==> config.mk <==
export PLATFORM = sky130hd
export DESIGN_NAME = external_memory_interface
export DESIGN_NICKNAME = d
export VERILOG_FILES = /design/src/hw/external_memory_port_pkg.sv /design/src/hw/external_memory_interface.sv
export SDC_FILE = /design/constraint.sdc
export NUM_CORES = 1
export LEC_CHECK = 0
export ABC_AREA = 1
export BUFFER_PORTS_ARGS = -buffer_cell sky130_fd_sc_hd__clkbuf_2
export CAP_MARGIN = 15
export CELL_PAD_IN_SITES_DETAIL_PLACEMENT = 2
export CELL_PAD_IN_SITES_GLOBAL_PLACEMENT = 2
export CORE_UTILIZATION = 25
export DETAILED_ROUTE_END_ITERATION = 12
export PLACE_DENSITY_LB_ADDON = 0.1
export SLEW_MARGIN = 20
export SYNTH_ARGS = -nofsm -noshare
export SYNTH_HDL_FRONTEND = slang
export SYNTH_SLANG_ARGS = --single-unit
==> constraint.sdc <==
create_clock -name core_clk_in -period 1.8 [get_ports core_clk_in]
set_input_delay 0.18 -clock core_clk_in [delete_from_list [all_inputs] [get_ports core_clk_in]]
set_output_delay 0.18 -clock core_clk_in [all_outputs]
set_load 0.01 [all_outputs]
==> src/hw/external_memory_port_pkg.sv <==
package external_memory_port_pkg;

   // Sector boundary granularity and largest upper-sector start
   localparam logic [15:0] SECTOR_STEP = 16'h2000;
   localparam logic [15:0] SECTOR_TOP = 16'hE000;
   localparam logic [2:0] SECTOR_ONE_CODE = 3'h0;

   // Wait-state encodings of a sector wait field pair
   localparam logic [1:0] WAIT_NONE = 2'h0;
   localparam logic [1:0] WAIT_ONE = 2'h1;
   localparam logic [1:0] WAIT_TWO = 2'h2;
   localparam logic [1:0] WAIT_TWO_RECOV = 2'h3;

   // High address mask: code 7 releases every high pin
   localparam logic [2:0] MASK_NONE_CODE = 3'h7;
   localparam logic [7:0] HIGH_ALL = 8'hFF;

   // Default last address of internal SRAM; the external space starts above it
   localparam logic [15:0] INT_SRAM_END_DEF = 16'h10FF;

   // Bus state codes, Gray along address, latch, strobe, recovery, trailing latch
   typedef enum logic [2:0] {
      ST_IDLE = 3'h0,
      ST_ADDR = 3'h1,
      ST_LATCH = 3'h3,
      ST_STROBE = 3'h2,
      ST_RECOV = 3'h6,
      ST_TRAIL = 3'h7
   } bus_state_t;

   // Extra strobe cycles beyond the first for a wait code
   function automatic logic [1:0] strobe_extra(input logic [1:0] code);
      logic [1:0] r;
      r = (code == WAIT_NONE) ? 2'h0 : ((code == WAIT_ONE) ? 2'h1 : 2'h2);
      return r;
   endfunction

endpackage

==> src/hw/external_memory_interface.sv <==
`timescale 1ns/100ps
module external_memory_interface #(
   parameter logic [15:0] INT_SRAM_END = external_memory_port_pkg::INT_SRAM_END_DEF
) (
   input wire logic core_clk_in, // System clock, 20 MHz
   input wire logic reset_in, // Synchronous reset, active high
   input wire logic ext_port_enable_in, // Port enable control bit
   input wire logic [2:0] sector_limit_code_in, // Sector split code
   input wire logic upper_wait_hi_in, // Upper sector wait, high bit
   input wire logic upper_wait_lo_in, // Upper sector wait, low bit
   input wire logic lower_wait_hi_in, // Lower sector wait, high bit
   input wire logic lower_wait_lo_in, // Lower sector wait, low bit
   input wire logic bus_keeper_enable_in, // Bus keeper on muxed lines
   input wire logic [2:0] high_addr_mask_code_in, // High address width code
   input wire logic req_in, // Access request pulse
   input wire logic req_write_in, // Request is a write
   input wire logic [15:0] req_addr_in, // Data-space address
   input wire logic [7:0] req_wdata_in, // Write data
   input wire logic next_ram_in, // Next instruction accesses RAM
   output logic busy_out, // Cycle in progress
   output logic done_out, // Access finished, one-cycle pulse
   output logic [7:0] rdata_out, // Read data
   output logic ext_hit_out, // Last access was external
   input wire logic [7:0] low_port_data_in, // Port output bits of muxed pins
   input wire logic [7:0] low_port_dir_in, // Port direction bits of muxed pins
   input wire logic [7:0] high_port_data_in, // Port output bits of high pins
   input wire logic [7:0] high_port_dir_in, // Port direction bits of high pins
   input wire logic [7:0] muxed_addr_data_bus_in, // Muxed bus pin level
   output logic [7:0] muxed_addr_data_bus_out, // Muxed bus drive value
   output logic [7:0] muxed_addr_data_bus_oe_out, // Muxed bus drive enable
   output logic [7:0] muxed_pullup_out, // Pull-up enable per muxed pin
   output logic [7:0] muxed_keeper_en_out, // Keeper active per muxed pin
   output logic [7:0] muxed_keeper_level_out, // Level the keeper holds
   output logic [7:0] high_address_bus_out, // High address drive value
   output logic [7:0] high_address_bus_oe_out, // High address drive enable
   output logic ale_out, // Address latch strobe, active high
   output logic rd_n_out, // Read strobe, active low
   output logic wr_n_out // Write strobe, active low
);

   external_memory_port_pkg::bus_state_t state_r;
   logic [15:0] addr_r;
   logic [7:0] wdata_r;
   logic we_r, ext_r, next_r, recov_r;
   logic [1:0] cnt_r;
   logic done_r;
   logic [7:0] rdata_r;
   logic [7:0] sync1_r, sync2_r, sync3_r, flt_r;
   logic [7:0] keep_r;
   logic [1:0] upper_wait, lower_wait, wait_sel;
   logic [1:0] wait_sel_r;
   logic rd_cap1_r, rd_cap2_r;
   logic req_ext, upper_hit, take;
   logic m_oe, m_ale, m_rd, m_wr;
   logic [7:0] m_val, hi_mask;

   // Wait pairs and sector choice for the incoming address
   assign upper_wait = {upper_wait_hi_in, upper_wait_lo_in};
   assign lower_wait = {lower_wait_hi_in, lower_wait_lo_in};
   assign req_ext = req_addr_in > INT_SRAM_END;
   assign upper_hit = (sector_limit_code_in == external_memory_port_pkg::SECTOR_ONE_CODE)
      || (req_addr_in >= 16'(16'(sector_limit_code_in) * external_memory_port_pkg::SECTOR_STEP));
   assign wait_sel = !req_ext ? external_memory_port_pkg::WAIT_NONE
      : (upper_hit ? upper_wait : lower_wait);
   assign take = req_in && (state_r == external_memory_port_pkg::ST_IDLE);

   // Bus cycle sequencer
   always_ff @(posedge core_clk_in) begin
      if (reset_in) begin
         state_r <= external_memory_port_pkg::ST_IDLE;
         cnt_r <= 2'h0;
      end else begin
         unique case (state_r)
            external_memory_port_pkg::ST_IDLE: begin
               // Disabled port never runs a pin cycle
               if (take && ext_port_enable_in) begin
                  state_r <= external_memory_port_pkg::ST_ADDR;
               end
            end
            external_memory_port_pkg::ST_ADDR: begin
               state_r <= external_memory_port_pkg::ST_LATCH;
            end
            external_memory_port_pkg::ST_LATCH: begin
               state_r <= external_memory_port_pkg::ST_STROBE;
               cnt_r <= external_memory_port_pkg::strobe_extra(wait_sel_r);
            end
            external_memory_port_pkg::ST_STROBE: begin
               if (cnt_r != 2'h0) begin
                  cnt_r <= cnt_r - 2'h1;
               end else if (recov_r) begin
                  state_r <= external_memory_port_pkg::ST_RECOV;
               end else if (next_r) begin
                  state_r <= external_memory_port_pkg::ST_TRAIL;
               end else begin
                  state_r <= external_memory_port_pkg::ST_IDLE;
               end
            end
            external_memory_port_pkg::ST_RECOV: begin
               state_r <= next_r ? external_memory_port_pkg::ST_TRAIL : external_memory_port_pkg::ST_IDLE;
            end
            external_memory_port_pkg::ST_TRAIL: begin
               state_r <= external_memory_port_pkg::ST_IDLE;
            end
            default: begin
               state_r <= external_memory_port_pkg::ST_IDLE;
            end
         endcase
      end
   end

   // Request capture; the wait choice is frozen so a config change mid-cycle is harmless
   always_ff @(posedge core_clk_in) begin
      if (reset_in) begin
         addr_r <= 16'h0000;
         wdata_r <= 8'h00;
         we_r <= 1'b0;
         ext_r <= 1'b0;
         next_r <= 1'b0;
         recov_r <= 1'b0;
         wait_sel_r <= 2'h0;
      end else if (take) begin
         addr_r <= req_addr_in;
         wdata_r <= req_wdata_in;
         we_r <= req_write_in;
         ext_r <= req_ext && ext_port_enable_in;
         next_r <= next_ram_in;
         recov_r <= wait_sel == external_memory_port_pkg::WAIT_TWO_RECOV;
         wait_sel_r <= wait_sel;
      end
   end

   // Completion pulse and read data
   always_ff @(posedge core_clk_in) begin
      if (reset_in) begin
         done_r <= 1'b0;
         rdata_r <= 8'h00;
         rd_cap1_r <= 1'b0;
         rd_cap2_r <= 1'b0;
      end else begin
         done_r <= 1'b0;
         // Pin data is two edges behind the strobe end through the sync chain
         rd_cap1_r <= 1'b0;
         rd_cap2_r <= rd_cap1_r;
         if (rd_cap2_r) begin
            rdata_r <= flt_r;
         end
         if (take && !ext_port_enable_in) begin
            done_r <= 1'b1;
            rdata_r <= 8'h00;
         end else if (state_r == external_memory_port_pkg::ST_STROBE && cnt_r == 2'h0) begin
            done_r <= 1'b1;
            // Internal data comes from the SRAM itself, not from the pins
            rdata_r <= (ext_r && !we_r) ? flt_r : 8'h00;
            rd_cap1_r <= ext_r && !we_r;
         end
      end
   end

   // Pin input sync; the filtered value moves only when stages two and three agree
   always_ff @(posedge core_clk_in) begin
      if (reset_in) begin
         sync1_r <= 8'h00;
         sync2_r <= 8'h00;
         sync3_r <= 8'h00;
         flt_r <= 8'h00;
      end else begin
         sync1_r <= muxed_addr_data_bus_in;
         sync2_r <= sync1_r;
         sync3_r <= sync2_r;
         if (sync2_r == sync3_r) begin
            flt_r <= sync3_r;
         end
      end
   end

   // Keeper remembers the driven value, or the pin level while released
   always_ff @(posedge core_clk_in) begin
      if (reset_in) begin
         keep_r <= 8'h00;
      end else begin
         keep_r <= (muxed_addr_data_bus_oe_out & muxed_addr_data_bus_out)
            | (~muxed_addr_data_bus_oe_out & flt_r);
      end
   end

   // Pin activity decoded from the sequencer state
   always_comb begin
      m_oe = (state_r == external_memory_port_pkg::ST_ADDR) || (state_r == external_memory_port_pkg::ST_LATCH)
         || (state_r == external_memory_port_pkg::ST_STROBE && we_r);
      m_val = (state_r == external_memory_port_pkg::ST_STROBE) ? wdata_r : addr_r[7:0];
      m_ale = (state_r == external_memory_port_pkg::ST_ADDR) || (state_r == external_memory_port_pkg::ST_TRAIL);
      m_rd = (state_r == external_memory_port_pkg::ST_STROBE) && ext_r && !we_r;
      m_wr = (state_r == external_memory_port_pkg::ST_STROBE) && ext_r && we_r;
   end

   // Driven high bits: code 7 releases all, otherwise the top code bits go back
   assign hi_mask = (high_addr_mask_code_in == external_memory_port_pkg::MASK_NONE_CODE) ? 8'h00
      : (external_memory_port_pkg::HIGH_ALL >> high_addr_mask_code_in);

   // Per-pin override of port direction and data while enabled
   genvar i;
   generate
      for (i = 0; i < 8; i++) begin : g_pin
         assign muxed_addr_data_bus_oe_out[i] = ext_port_enable_in ? m_oe
            : low_port_dir_in[i];
         assign muxed_addr_data_bus_out[i] = ext_port_enable_in ? m_val[i]
            : low_port_data_in[i];
         assign high_address_bus_oe_out[i] = (ext_port_enable_in && hi_mask[i])
            || high_port_dir_in[i] && !(ext_port_enable_in && hi_mask[i]);
         assign high_address_bus_out[i] = (ext_port_enable_in && hi_mask[i])
            ? addr_r[8 + i] : high_port_data_in[i];
         assign muxed_pullup_out[i] = low_port_data_in[i]
            && !muxed_addr_data_bus_oe_out[i];
         assign muxed_keeper_en_out[i] = bus_keeper_enable_in
            && !muxed_addr_data_bus_oe_out[i];
      end
   endgenerate

   // Strobes stay idle while the port is off; all edges follow core_clk_in only
   assign ale_out = ext_port_enable_in && m_ale;
   assign rd_n_out = !(ext_port_enable_in && m_rd);
   assign wr_n_out = !(ext_port_enable_in && m_wr);
   assign muxed_keeper_level_out = keep_r;
   assign busy_out = state_r != external_memory_port_pkg::ST_IDLE;
   assign done_out = done_r;
   assign rdata_out = rdata_r;
   assign ext_hit_out = ext_r;

   // Strobe length helper for checking
   logic [2:0] low_len_r;
   logic [2:0] exp_len;
   assign exp_len = 3'(external_memory_port_pkg::strobe_extra(wait_sel_r)) + 3'h1;
   always_ff @(posedge core_clk_in) begin
      if (reset_in) begin
         low_len_r <= 3'h0;
      end else begin
         low_len_r <= (!rd_n_out || !wr_n_out) ? 3'(low_len_r + 3'h1) : 3'h0;
      end
   end

   chk_ale_fall_addr: assert property (
      @(posedge core_clk_in) disable iff (reset_in)
      $fell(ale_out) && state_r == external_memory_port_pkg::ST_LATCH
      |-> muxed_addr_data_bus_out == addr_r[7:0] && &muxed_addr_data_bus_oe_out)
      else $error("low address not valid at latch fall");

   chk_ale_low_data: assert property (
      @(posedge core_clk_in) disable iff (reset_in)
      state_r == external_memory_port_pkg::ST_LATCH |=> !ale_out throughout (state_r == external_memory_port_pkg::ST_STROBE))
      else $error("latch strobe high during data phase");

   chk_internal_quiet: assert property (
      @(posedge core_clk_in) disable iff (reset_in)
      take && ext_port_enable_in && !req_ext |=> (rd_n_out && wr_n_out) [*3])
      else $error("strobe toggled on internal access");

   chk_disabled_pins: assert property (
      @(posedge core_clk_in) disable iff (reset_in)
      !ext_port_enable_in |-> muxed_addr_data_bus_oe_out == low_port_dir_in
         && !ale_out && rd_n_out)
      else $error("pins not returned to port");

   chk_no_alias: assert property (
      @(posedge core_clk_in) disable iff (reset_in)
      take && !ext_port_enable_in && req_ext |=> done_out && rdata_out == 8'h00 && !busy_out)
      else $error("external address aliased while disabled");

   chk_strobe_len: assert property (
      @(posedge core_clk_in) disable iff (reset_in)
      ($rose(rd_n_out) || $rose(wr_n_out)) |-> low_len_r == exp_len)
      else $error("strobe length does not match wait code");

   chk_recov_gap: assert property (
      @(posedge core_clk_in) disable iff (reset_in)
      state_r == external_memory_port_pkg::ST_RECOV
      |-> rd_n_out && wr_n_out && muxed_addr_data_bus_oe_out == 8'h00 && !ale_out)
      else $error("new address driven during recovery");

   chk_trail_pulse: assert property (
      @(posedge core_clk_in) disable iff (reset_in)
      ($rose(rd_n_out) || $rose(wr_n_out)) && !recov_r |-> ale_out == next_r)
      else $error("trailing latch pulse misplaced");

   chk_sector_pick: assert property (
      @(posedge core_clk_in) disable iff (reset_in)
      take && req_ext && sector_limit_code_in == 3'h0
      |=> wait_sel_r == $past(upper_wait))
      else $error("single sector not timed by upper pair");

endmodule

==> key figures <==
Timing
  • Final setup margin: -0.136 ns
  • Final hold violations: 0
  • Fin Setup TNS: -1.59 ns
  • Final setup vio count: 28
  • RSZ-0062 raised after global routing: yes
  • Minimum clock period: roughly 1.9 ns
  • Final hold slack: roughly 0.015 ns
  • Worst Skew: around 0.0062 ns
  • Max-slew headroom: 69.6%
  • Measured slew at the worst slew-check pin: approximately 0.46 ns
  • Final Max Tran Viols: 0
  • Period utilization: 108%
  • Fmax achieved: just over 500 MHz

Worst setup path
  • CP Buf/Inv Count: 2
  • CP peak stage delay: about 0.36 ns
  • R2R cell count: 7
  • Slowest CP cell: dfxtp_4
  • RR Startpoint: state_r[0]$_SDFFE_PP0P_
  • Reg2reg end: wdata_r[5]$_SDFFE_PP0N_
  • Crit path capture type: output port
  • Kind of cell adding the most delay to the critical path: simple AND/OR/NAND/NOR gates
  • Critical Path AT: between 1.5 and 2 ns
  • Most frequent CP cell: nand2_4
  • Max FO, Critical Path: 5
  • Crit-path cells: inv_4 -> nand2_4 -> nor2_4 -> nand3_4 -> and2_4 -> nand2_4 -> nor2_1 -> clkbuf_2
  • Worst R2R Setup Slack: roughly 0.14 ns
  • Setup CP Type: flop to output port
  • Startpoint Class: flop
  • Worst Path Required: about 1.6 ns

Synthesis
  • Synth Area in Simple Gates: 23.9%
  • Main combinational cell family by area after synthesis: simple AND/OR/NAND/NOR gates
  • Mux contribution to synthesized area: 0%
  • Total nets after synthesis: roughly 630
  • Post-synthesis sequential area ratio: ~45%
  • Post-synthesis register bit count: between 80 and 90
  • Synthesis warning total: 0
  • Synth Area in Compound Gates: ~17%
  • Synth Cell Area: approximately 3900 µm²
  • Synth cell types: 31
  • Post-Synth XOR/XNOR Area: 1.36%
  • Cells after Synth: ~540
  • Syn Area/Cell: a little over 7 µm²
  • Adder and majority gate portion of the synthesized area: 1.30%

Finish
  • Final Non-Filler Cells: between 900 and 1000
  • Footprint of the multi-input gates: between 1500 and 2000 µm²
  • Layout cell share with drive strength beyond 1: about a third
  • Design area: 5390 µm²
  • Fillcell total: between 1500 and 2000
  • Core Util, Final: between 30% and 40%
  • P&R area growth vs syn: 39.8%
  • Nets: roughly 800
  • Ant diodes: 0
  • Storage cell area: 1730 µm²

Clock network
  • Clock Tree Buf Depth: 2
  • CTS tree: done
  • Clk sinks: between 80 and 90
  • Clock latency at the later pin of the worst-skew pair: roughly 0.36 ns
  • Htree depth: 3
  • Clk slew on worst S/H paths: roughly 0.07 ns
  • Clock root cell: clkbuf_16
  • CTS Buf Count: 9

Global routing
  • Global route overflow: 0
  • Initial antenna violation count: 0
  • Global-route wire length before repair: ~22000 µm
  • Largest net degree at the start of global routing: 44
  • Total track usage: between 15 and 20%
  • Vias in the first global route: 4300

Outcome
  • Failing checks: negative setup slack
  • Status: finished with violations

Power and ir drop
  • Comb pwr share: approximately 23%
  • Sw Share: between 30% and 40%
  • P_int: approximately 3500 µW
  • Max VDD drop: approximately 0.00061 V
  • Leakage: 0.00269 µW
  • Clk pwr share: 35.5%
  • PwrDens: roughly 960 nW/µm²
  • Sw Pwr: ~1700 µW
  • Sequential share of power: around two fifths

Placement
  • Port Buffers: 150
  • DPL Wire Length: around 10000 µm
  • Placed Cells: between 800 and 900
  • RePlAce Congestion: ~0.74
  • Dpl cell area: around 4800 µm²

Route
  • DRT Pass-1 Iters: 4
  • # DRC: 0
  • Vias per cell: ~4.5
  • Total vias in the final route: 4106
  • Post-route ant nets: 0
  • Drt wl/cell: 15.3 µm
  • Initial DRC Count: roughly 120
  • Routed WL: 13800 µm

Floorplan
  • Row count: between 40 and 50
  • Die Area: 15900 µm²
  • Initial Util: around a quarter
  • Die Y: roughly 130 µm
  • IO Count: about 150
  • Core ar.: between 15000 and 20000 µm²
  • Die width: approximately 130 µm

Hold path
  • Hold Startpoint: muxed_addr_data_bus_in[4]
  • Hold path cells: 3
  • Worst min path class: input port to flop
  • Worst Hold Endpoint: sync1_r[4]$_SDFF_PP0_

Run
  • MaxCap Viol Count: 0
==> cells in the mapped netlist, drive strengths merged <==
master | instances | share of area (%)
nand2 | 99 | 11
inv | 87 | 8.6
dfxtp | 86 | 45
nor2 | 82 | 8.4
a21oi | 60 | 7.8
o21ai | 59 | 7.8
buf | 11 | 2.0
nand3 | 11 | 1.6
clkbuf | 10 | 0.97
a31oi | 8 | 1.3
or2 | 7 | 1.1
nor3 | 5 | 0.65
ha | 4 | 1.3
xor2 | 4 | 0.91
nand4 | 3 | 0.49
and2 | 2 | 0.39
o22ai | 2 | 0.32
xnor2 | 2 | 0.45
nor3b | 1 | 0.19
==> layout make-up <==
type / instances / share of cell area [%]
Tap cell: 188 / 4.36
Clock buffer: 9 / 4.18
Sequential cell: 86 / 32.0
Clock inverter: 7 / 0.997
Timing Repair Buffer: 178 / 19.2
Multi-Input combinational cell: 350 / 33.0
Inverter: 87 / 6.24
==> power groups by stage <==
stage	Clock [µW]	Combinational (µW)	Sequential, µW
floorplan	0	614	2180
detailed placement	0	1050	2200
global route	1960	1310	2170
global placement	0	1020	2190
finish	1830	1170	2150
CTS	1890	1140	2160
==> worst min-delay path: stages <==
cell	delay, ns
clkbuf_2	0.08
inv_1	0.04
nor2_1	0.03
==> per-stage QoR <==
step | total power [µW] | worst slack (ns)
6_report | 5150 | -0.136
5_1_grt | 5440 | -0.205
4_1_cts | 5190 | -0.0968
3_5_place_dp | 3250 | 0.0856
3_3_place_gp | 3210 | 0.141
2_1_floorplan | 2790 | 0.405
==> logic make-up after synthesis <==
family | Yosys count
AO/OA/AOI/OAI | 129
XOR/XNOR | 6
adder cells (fa/ha/maj) | 4
buffers and inverters | 108
flip-flops | 86
AND/OR/NAND/NOR | 210
==> routing by layer <==
layer / GRT usage, % / vias to the layer above / share of wire (%)
met5: 0 / - / 0
met4: 5.88 / 0 / 1.4
met3: 3.74 / 12 / 3.6
met2: 33.3 / 91 / 52
met1: 21.0 / 1962 / 43
li1: - / 2041 / -
==> sequential cells by signal, summed over array words and instances (netlist names), 3 cells and up <==
name / count
addr_r: 16
state_r: 3
sync3_r: 8
rdata_out: 8
flt_r: 8
sync1_r: 8
muxed_keeper_level_out: 8
wdata_r: 8
sync2_r: 8
==> timing repair <==
action / in CTS / in global routing
setup endpoints to repair: 32 / 36
buffers inserted: 12 / 3
hold buffers: 2 / 0
cloned: 1 / 0
hold endpoints to repair: 2 / 0
pin swaps: 8 / 4
resized for setup: 27 / 32
==> worst max path at each step <==
| stage | endpoint | depth (start not counted) | from | slack [ns] |
|---|---|---|---|---|
| detailed placement | muxed_addr_data_bus_out[2] | 7 | state_r[0]$_SDFFE_PP0P_ | 0.09 |
| global placement | muxed_addr_data_bus_out[2] | 7 | state_r[0]$_SDFFE_PP0P_ | 0.14 |
| CTS | muxed_keeper_en_out[1] | 8 | state_r[0]$_SDFFE_PP0P_ | -0.1 |
| global route | muxed_keeper_en_out[1] | 8 | state_r[0]$_SDFFE_PP0P_ | -0.21 |
| floorplan | rdata_out[5]$_SDFFE_PP0P_ | 9 | cnt_r[0]$_SDFFE_PP0P_ | 0.41 |
| finish | muxed_keeper_en_out[1] | 8 | state_r[0]$_SDFFE_PP0P_ | -0.14 |
==> placed cells by master, fill, tap and decap left out, types with 5 or more instances in the layout <==
master	count
clkbuf_2	136
nand2_1	90
inv_1	83
dfxtp_1	83
nor2_1	74
a21oi_1	57
o21ai_0	41
buf_4	25
o21ai_1	12
nand2_4	9
nand3_1	9
clkbuf_16	9
buf_6	9
a31oi_1	8
o21ai_2	6
or2_2	6
nor3_1	5
inv_6	5
buf_2	5
(Power assumes the default switching activity.)
